**config.mk**
```make
export PLATFORM = sky130hd
export DESIGN_NAME = fcs_flash_seq
export DESIGN_NICKNAME = d
export VERILOG_FILES = /design/src/include/fcs_pkg.sv /design/src/design/fcs_flash_seq.sv
export SDC_FILE = /design/constraint.sdc
export NUM_CORES = 1
export LEC_CHECK = 0
export ABC_AREA = 1
export ABC_CLOCK_PERIOD_IN_PS = 2900
export CAP_MARGIN = 20
export CORE_UTILIZATION = 50
export CTS_BUF_LIST = sky130_fd_sc_hd__clkbuf_4 sky130_fd_sc_hd__clkbuf_8
export DETAILED_ROUTE_END_ITERATION = 12
export DONT_BUFFER_PORTS = 1
export PLACE_DENSITY = 0.75
export SLEW_MARGIN = 15
export SYNTH_ARGS = -nofsm -noshare
export SYNTH_HDL_FRONTEND = slang
export SYNTH_SLANG_ARGS = --single-unit
```
**constraint.sdc**
```tcl
create_clock -name clk -period 2.9 [get_ports clk]
set_clock_uncertainty 0.1 [all_clocks]
set_input_delay 0.29 -clock clk [delete_from_list [all_inputs] [get_ports clk]]
set_output_delay 0.29 -clock clk [all_outputs]
set_load 0.005 [all_outputs]
```
**src/include/fcs_pkg.sv**
```systemverilog
// Constants for the flash command sequencer.
// Assumes a single bus clock and byte-wide control registers.
package fcs_pkg;
    // ==========================================================
    // Register offsets
    localparam logic [1:0] OFF_DIV  = 2'h0;
    localparam logic [1:0] OFF_STAT = 2'h1;
    localparam logic [1:0] OFF_CMD  = 2'h2;
    // ==========================================================
    // Field positions
    localparam int DIV_LOADED_BIT = 7;
    localparam int DIV_W          = 7;
    localparam int STAT_CBE_BIT   = 7;
    localparam int STAT_CC_BIT    = 6;
    localparam int STAT_ERR_BIT   = 4;
    localparam int ROW_LSB        = 6;
    // ==========================================================
    // Command codes
    localparam logic [7:0] CMD_BLANK = 8'h05;
    localparam logic [7:0] CMD_BYTE  = 8'h20;
    localparam logic [7:0] CMD_BURST = 8'h25;
    localparam logic [7:0] CMD_PAGE  = 8'h40;
    localparam logic [7:0] CMD_MASS  = 8'h41;
    // ==========================================================
    // Operation lengths in timing clock periods
    localparam int TW = 15;
    localparam logic [TW-1:0] T_BYTE  = 15'h0009;
    localparam logic [TW-1:0] T_BURST = 15'h0004;
    localparam logic [TW-1:0] T_PAGE  = 15'h0FA0;
    localparam logic [TW-1:0] T_MASS  = 15'h4E20;
    localparam logic [TW-1:0] T_BLANK = 15'h0001;
    localparam logic [TW-1:0] T_ONE   = 15'h0001;
    // ==========================================================
    // Reset values
    localparam logic [DIV_W-1:0] DIV_RST = 7'h00;
    // ==========================================================
    // Command entry sequence
    typedef enum logic [1:0] {
        FCS_SEQ_IDLE = 2'b00,
        FCS_SEQ_ADDR = 2'b01,
        FCS_SEQ_CMD  = 2'b10
    } fcs_seq_t;
endpackage
```
**src/design/fcs_flash_seq.sv**
```systemverilog
// Flash command sequencer: register port, command entry and timing.
// Array writes, stop and security inputs come from logic on clk.
//
// Functional notes
// - Divider set first; program/erase refused before
// - Divider register takes one write only
// - Divider writes ignored while access error
// - Operations timed: 9, 4000, 20000 ticks
// - Array write latches address and data
// - Codes 05, 20, 25 accepted
// - Codes 40, 41 accepted
// - Writing one to empty flag launches
// - Writing zero to empty flag aborts
// - Complete flag shows command finished
// - Error cleared by one; blocks commands
// - Array write before divider sets error
// - Array write with buffer full errors
// - Second array or command write errors
// - Stray control write mid-sequence errors
// - Unknown command code sets error
// - Stop during program/erase aborts, errors
// - Secured debug: only blank, mass erase
// - Pump kept on: any queued program/erase
// - Burst byte 4 ticks after burst in same row; first or row start standard
// - No queued program/erase: pump switched off
module fcs_flash_seq #(
    parameter int ADDR_W = 13
) (
    input  wire logic              clk,
    input  wire logic              rst,
    input  wire logic [1:0]        reg_addr,
    input  wire logic [7:0]        reg_wdata,
    input  wire logic              reg_wr,
    input  wire logic              reg_rd,
    output logic      [7:0]        reg_rdata,
    input  wire logic              array_wr,
    input  wire logic [ADDR_W-1:0] array_addr,
    input  wire logic [7:0]        array_wdata,
    input  wire logic              bdm_access,
    input  wire logic              secured,
    input  wire logic              stop_req,
    output logic                   op_busy,
    output logic                   pump_on,
    output logic      [7:0]        op_cmd,
    output logic      [ADDR_W-1:0] op_addr,
    output logic      [7:0]        op_data,
    output logic                   timing_tick
);
    // ==========================================================
    // Elaboration check
    if (ADDR_W <= fcs_pkg::ROW_LSB) begin : g_bad_addr_w
        $error("ADDR_W too small for a row");
    end

    // ==========================================================
    // Decoded strobes
    logic wr_div;
    logic wr_stat;
    logic wr_cmd;
    logic cbe;
    logic cc;
    logic err;
    logic div_loaded;
    logic [fcs_pkg::DIV_W-1:0] div_val;
    fcs_pkg::fcs_seq_t seq;
    logic [7:0]        buf_cmd;
    logic [ADDR_W-1:0] buf_addr;
    logic [7:0]        buf_data;
    logic pend;
    logic [fcs_pkg::TW-1:0] tcnt;
    logic [fcs_pkg::DIV_W-1:0] dcnt;
    logic done;
    logic start;
    logic keep_pump;
    logic stop_abort;
    logic code_ok;
    logic code_locked;
    logic [fcs_pkg::TW-1:0] next_len;

    assign wr_div  = reg_wr && reg_addr == fcs_pkg::OFF_DIV;
    assign wr_stat = reg_wr && reg_addr == fcs_pkg::OFF_STAT;
    assign wr_cmd  = reg_wr && reg_addr == fcs_pkg::OFF_CMD;

    // ==========================================================
    // Divider register
    // one write only; blocked by error
    always_ff @(posedge clk)
    begin
        if (rst)
        begin
            div_loaded <= 1'b0;
            div_val    <= fcs_pkg::DIV_RST;
        end
        else if (wr_div && !div_loaded && !err)
        begin
            div_loaded <= 1'b1;
            div_val    <= reg_wdata[fcs_pkg::DIV_W-1:0];
        end
    end

    // ==========================================================
    // Timing clock enable, period div_val+1 bus cycles
    // tick runs only once divider is set
    always_ff @(posedge clk)
    begin
        if (rst || !div_loaded)
            dcnt <= '0;
        else if (dcnt >= div_val)
            dcnt <= '0;
        else
            dcnt <= dcnt + 1'b1;
    end
    assign timing_tick = div_loaded && dcnt >= div_val;

    // ==========================================================
    // Command code checks
    // five valid codes
    assign code_ok = reg_wdata == fcs_pkg::CMD_BLANK ||
                     reg_wdata == fcs_pkg::CMD_BYTE  ||
                     reg_wdata == fcs_pkg::CMD_BURST ||
                     reg_wdata == fcs_pkg::CMD_PAGE  ||
                     reg_wdata == fcs_pkg::CMD_MASS;
    assign code_locked = secured && bdm_access &&
                         (reg_wdata == fcs_pkg::CMD_BYTE  ||
                          reg_wdata == fcs_pkg::CMD_BURST ||
                          reg_wdata == fcs_pkg::CMD_PAGE);

    // ==========================================================
    // Error detection; set wins over clear
    logic err_set;
    always_comb
    begin
        err_set = 1'b0;
        if (array_wr && !err && seq == fcs_pkg::FCS_SEQ_IDLE &&
            (!div_loaded || !cbe))
            err_set = 1'b1;
        if (array_wr && seq != fcs_pkg::FCS_SEQ_IDLE)
            err_set = 1'b1;
        // stray control writes after array write
        if (seq == fcs_pkg::FCS_SEQ_ADDR && (wr_div || wr_stat))
            err_set = 1'b1;
        if (seq == fcs_pkg::FCS_SEQ_ADDR && wr_cmd &&
            (!code_ok || code_locked))
            err_set = 1'b1;
        // after command write only launch allowed
        if (seq == fcs_pkg::FCS_SEQ_CMD && (wr_div || wr_cmd ||
            (wr_stat && !reg_wdata[fcs_pkg::STAT_CBE_BIT])))
            err_set = 1'b1;
        if (stop_abort)
            err_set = 1'b1;
    end

    always_ff @(posedge clk)
    begin
        if (rst)
            err <= 1'b0;
        else if (err_set)
            err <= 1'b1;
        else if (wr_stat && reg_wdata[fcs_pkg::STAT_ERR_BIT])
            err <= 1'b0;
    end

    // ==========================================================
    // Command entry sequence
    always_ff @(posedge clk)
    begin
        if (rst || err_set)
            seq <= fcs_pkg::FCS_SEQ_IDLE;
        else
        begin
            case (seq)
                fcs_pkg::FCS_SEQ_IDLE:
                    if (array_wr && !err && div_loaded && cbe)
                        seq <= fcs_pkg::FCS_SEQ_ADDR;
                fcs_pkg::FCS_SEQ_ADDR:
                    if (wr_cmd)
                        seq <= fcs_pkg::FCS_SEQ_CMD;
                fcs_pkg::FCS_SEQ_CMD:
                    if (wr_stat)
                        seq <= fcs_pkg::FCS_SEQ_IDLE;
                default:
                    seq <= fcs_pkg::FCS_SEQ_IDLE;
            endcase
        end
    end

    always_ff @(posedge clk)
    begin
        if (rst)
        begin
            buf_addr <= '0;
            buf_data <= 8'h00;
        end
        else if (array_wr && seq == fcs_pkg::FCS_SEQ_IDLE &&
                 !err && div_loaded && cbe)
        begin
            buf_addr <= array_addr;
            buf_data <= array_wdata;
        end
    end

    always_ff @(posedge clk)
    begin
        if (rst)
            buf_cmd <= 8'h00;
        else if (wr_cmd && seq == fcs_pkg::FCS_SEQ_ADDR && !err_set)
            buf_cmd <= reg_wdata;
    end

    // ==========================================================
    // Launch, buffer flag and pending command
    logic launch;
    assign launch = seq == fcs_pkg::FCS_SEQ_CMD && !err_set && wr_stat;
    assign done   = op_busy && timing_tick && tcnt == fcs_pkg::T_ONE;
    assign start  = pend && (!op_busy || done) && !stop_abort;
    assign stop_abort = stop_req && op_busy &&
                        op_cmd != fcs_pkg::CMD_BLANK;

    always_ff @(posedge clk)
    begin
        if (rst)
        begin
            cbe  <= 1'b1;
            pend <= 1'b0;
        end
        else if (stop_abort)
        begin
            cbe  <= 1'b1;
            pend <= 1'b0;
        end
        else if (launch)
        begin
            cbe  <= 1'b0;
            pend <= 1'b1;
        end
        else if (start)
        begin
            cbe  <= 1'b1;
            pend <= 1'b0;
        end
    end

    // ==========================================================
    // Execution and charge pump
    // burst continues in same row, not at row start
    assign keep_pump = done && pump_on &&
        op_cmd == fcs_pkg::CMD_BURST && buf_cmd == fcs_pkg::CMD_BURST &&
        buf_addr[ADDR_W-1:fcs_pkg::ROW_LSB] ==
            op_addr[ADDR_W-1:fcs_pkg::ROW_LSB] &&
        buf_addr[fcs_pkg::ROW_LSB-1:0] != '0;

    always_comb
    begin
        case (buf_cmd)
            fcs_pkg::CMD_BYTE:  next_len = fcs_pkg::T_BYTE;
            fcs_pkg::CMD_BURST: next_len = keep_pump ? fcs_pkg::T_BURST
                                                     : fcs_pkg::T_BYTE;
            fcs_pkg::CMD_PAGE:  next_len = fcs_pkg::T_PAGE;
            fcs_pkg::CMD_MASS:  next_len = fcs_pkg::T_MASS;
            default:            next_len = fcs_pkg::T_BLANK;
        endcase
    end

    always_ff @(posedge clk)
    begin
        if (rst || stop_abort)
        begin
            op_busy <= 1'b0;
            pump_on <= 1'b0;
            tcnt    <= '0;
        end
        else if (start)
        begin
            op_busy <= 1'b1;
            pump_on <= buf_cmd != fcs_pkg::CMD_BLANK;
            tcnt    <= next_len;
        end
        else if (done)
        begin
            op_busy <= 1'b0;
            pump_on <= 1'b0;
            tcnt    <= '0;
        end
        else if (op_busy && timing_tick)
            tcnt <= tcnt - 1'b1;
    end

    always_ff @(posedge clk)
    begin
        if (rst)
        begin
            op_cmd  <= 8'h00;
            op_addr <= '0;
            op_data <= 8'h00;
        end
        else if (start)
        begin
            op_cmd  <= buf_cmd;
            op_addr <= buf_addr;
            op_data <= buf_data;
        end
    end

    // complete when nothing runs or waits
    assign cc = !op_busy && !pend;

    // ==========================================================
    // Read port, data one cycle after strobe
    always_ff @(posedge clk)
    begin
        if (rst || !reg_rd)
            reg_rdata <= 8'h00;
        else
        begin
            case (reg_addr)
                fcs_pkg::OFF_DIV:  reg_rdata <= {div_loaded, div_val};
                fcs_pkg::OFF_STAT: reg_rdata <= {cbe, cc, 1'b0, err,
                                                 4'h0};
                fcs_pkg::OFF_CMD:  reg_rdata <= buf_cmd;
                default:           reg_rdata <= 8'h00;
            endcase
        end
    end
endmodule // fcs_flash_seq

```
==> flow_summary.toml <==
[outcome]
status = "completed"

[placed_design]
place_ws_ns = 0.461
dp_hpwl_um = 7760
placed_area_um2 = 4820
io_buffers = 0
place_congestion = 0.925

[sta]
tns_ns = 0
slew_viol_final = 0
finalCritPeriodShare = 0.868
fmax_mhz = 397
hold_violations = 0
period_needed_ns = 2.52
rsz0062_at_grt = "false"
worstMarginPinSlew_ns = 0.873
slew_headroom = 0.413
setup_ws_ns = 0.383
setup_viol = 0

[logic_synthesis]
synth-edff-count = 0
syn_avg_cell_area_um2 = 7.45
ys_ff_latch = 103
synth_nets = 685
synthArstFlopShare = 0
yosysUniqueCellTypes = 39
yosys_warnings = 0
synth.most_common_cell = "dfxtp_1"
synth_flop_cell = "dfxtp_1"
ys_top_cells_by_count = "dfxtp_1, nand2_1, inv_1"
syn_area_um2 = 4740
yosysSeqAreaShare = 0.435
synth_top_area_frac = 0.435
yosys.area.top_type = "dfxtp_1"
syn-instance-count = 636
ys_top_cells_by_area = "dfxtp_1, nand2_1, inv_1"

[finish]
diodes = 0
nFillCells = 882
layout-drive-gt1-share = 0.0960
final_core_util = 0.557
stdcell_area_um2 = 5120
layout.nets = 690
area_delta_synth_final_pct = 8.13
multi_input_area_um2 = 2220
regArea_um2 = 2060

[grt]
grt_max_degree = 62
antenna_found_initial = 0
grt_pass1_wl_um = 18300
grt_remaining_overflow = 0
grt.total_usage = 0.232
grt_pass1_vias = 3900

[power_and_ir_drop]
peakVddDrop_uv = 225
power-per-cell-area_nw_per_um2 = 496
p_leak_nw = 2.02
power_mw = 2.54

[routing]
top_layer_used = "met4"
vias = 4064
met1_length_um = 4810
vias_per_cell = 5.37
wl_met2_um = 5180
drtIter0Drc = 118
wl_met3_um = 655
wl_um = 10800
wl_per_cell_um = 14.3
drtPass1Iterations = 5
drc = 0
ant_nets = 0

[critical_path]
endpoint_kind = "register"
rr_startpoint = "div_val[2]"
rrSetupSlack_ns = 0.38
rr_endpoint = "tcnt[14]"
crit_buf_inv = 5
cp-startpoint = "div_val[2]"
cp_common_cell = "nand2_1"
cp.arrival_ns = 2.74
worst_r2r_path_depth = 17
cp_data_required_time_ns = 3.12
cp_top_family = "simple AND/OR/NAND/NOR gates"
cp_cell_sequence = "inv_1 -> ha_1 -> nand2_1 -> inv_1 -> nand2_1 -> nand2_1 -> nand2_1 -> nand2_1 -> nand2_1 -> o21bai_4 -> nand2_4 -> clkinv_4 -> buf_12 -> nand3_1 -> nand3_1 -> nand2_1 -> inv_1"
slowest_delay_ns = 0.35
critPathSlowestCell = "dfxtp_1"
cp_max_fo = 37
critical_path_class = "register to register"
start_kind = "register"

[floorplan]
core_region_area_um2 = 9200
dieWidth_um = 99.3
io_pins = 79
initial_core_util = 0.515
fp-row-count = 35
die_h_um = 99.3
die_area_um2 = 9870

[clock_network]
cts_setup_buffers = 0
cts_resized = 0
cts.clk_slew.worst_paths_ns = 0.11
clockBufferDepth = 2
htreeDepth = 3
cts_made_buffers = 9
cts_sinks = 103
clock-root-buffer = "clkbuf_8"
cts_tree = "built"
clk_latency_ns = 0.38
ctsHoldBuffers = 9

[min_path]
min_to = "buf_data[0]"
hp-class = "input port to register"
holdCritStartpoint = "array_wdata[0]"
hold_depth = 2

[job]
maxCapViolations = 0
## final cells by class
class,count,area share
clock buffers,9,0.0242
well taps,111,0.0271
flip-flops and latches,103,0.402
inverters,92,0.0684
repair buffers,14,0.0274
multi-input cells,421,0.433
clock inverters,7,0.0176
## where the power goes
group | switching [mW] | internal, mW | leakage [nW] | total [mW]
sequential | 0.00994 | 1.43 | 0.832 | 1.44
clock | 0.544 | 0.418 | 0.106 | 0.962
combinational | 0.0875 | 0.0468 | 1.09 | 0.134
## kinds of logic after synthesis
group / after synthesis / share of synthesized area
AND/OR/NAND/NOR: 237 / 0.220
AO/OA/AOI/OAI: 157 / 0.190
buffers and inverters: 112 / 0.0966
flip-flops: 103 / 0.435
XOR/XNOR: 17 / 0.0314
adder cells (fa/ha/maj): 10 / 0.0264
## state kept, by name, summed over array words and instances, names as in the netlist, 2 cells and up
register and cells:
buf_data 8, tcnt 15, reg_rdata 8, op_data 8, div_val 7, op_addr 13, buf_cmd 8, seq 2
op_cmd 8, dcnt 7, buf_addr 13
## through the flow
| step | hold slack (ns) | cells |
|---|---|---|
| 6_report | 0.00627 | 757 |
| 5_1_grt | 0.00724 | 757 |
| 4_1_cts | 0.0000362 | 757 |
| 3_5_place_dp | 0.263 | 732 |
| 3_3_place_gp | 0.262 | 732 |
| 2_1_floorplan | 0.259 | 636 |
## layer usage
metal | up-vias | GRT usage
li1 | 2075 | -
met1 | 1870 | 0.301
met2 | 106 | 0.386
met3 | 13 | 0.0485
met4 | 0 | 0.0781
met5 | - | 0
## how the worst max path moves through the flow
stage	to	slack, ns	cells after the start
CTS	tcnt[14]	0.42	17
finish	tcnt[14]	0.38	17
global placement	tcnt[2]	0.55	15
global route	tcnt[2]	0.16	17
floorplan	cbe	0.93	13
detailed placement	tcnt[2]	0.46	15
## cell usage in the layout (no fill, tap or decap), types with 2 or more instances in the layout
cell / n
a21oi_2: 23
xor2_1: 12
dlygate4sd3_1: 9
nor3_1: 5
clkinv_1: 2
xnor2_1: 5
clkinv_4: 2
a21oi_1: 54
clkbuf_8: 9
ha_1: 10
inv_1: 85
inv_8: 2
dfxtp_1: 103
o21ai_1: 20
o22ai_1: 2
o21ai_0: 53
nand3_1: 40
buf_4: 4
o21ai_2: 2
nor2_1: 67
nand2_2: 2
nand2_4: 2
nor4_1: 2
inv_2: 4
nor2_2: 2
nand2_1: 98
nand4_1: 11
Note: power is estimated with default switching activity, not from simulation.
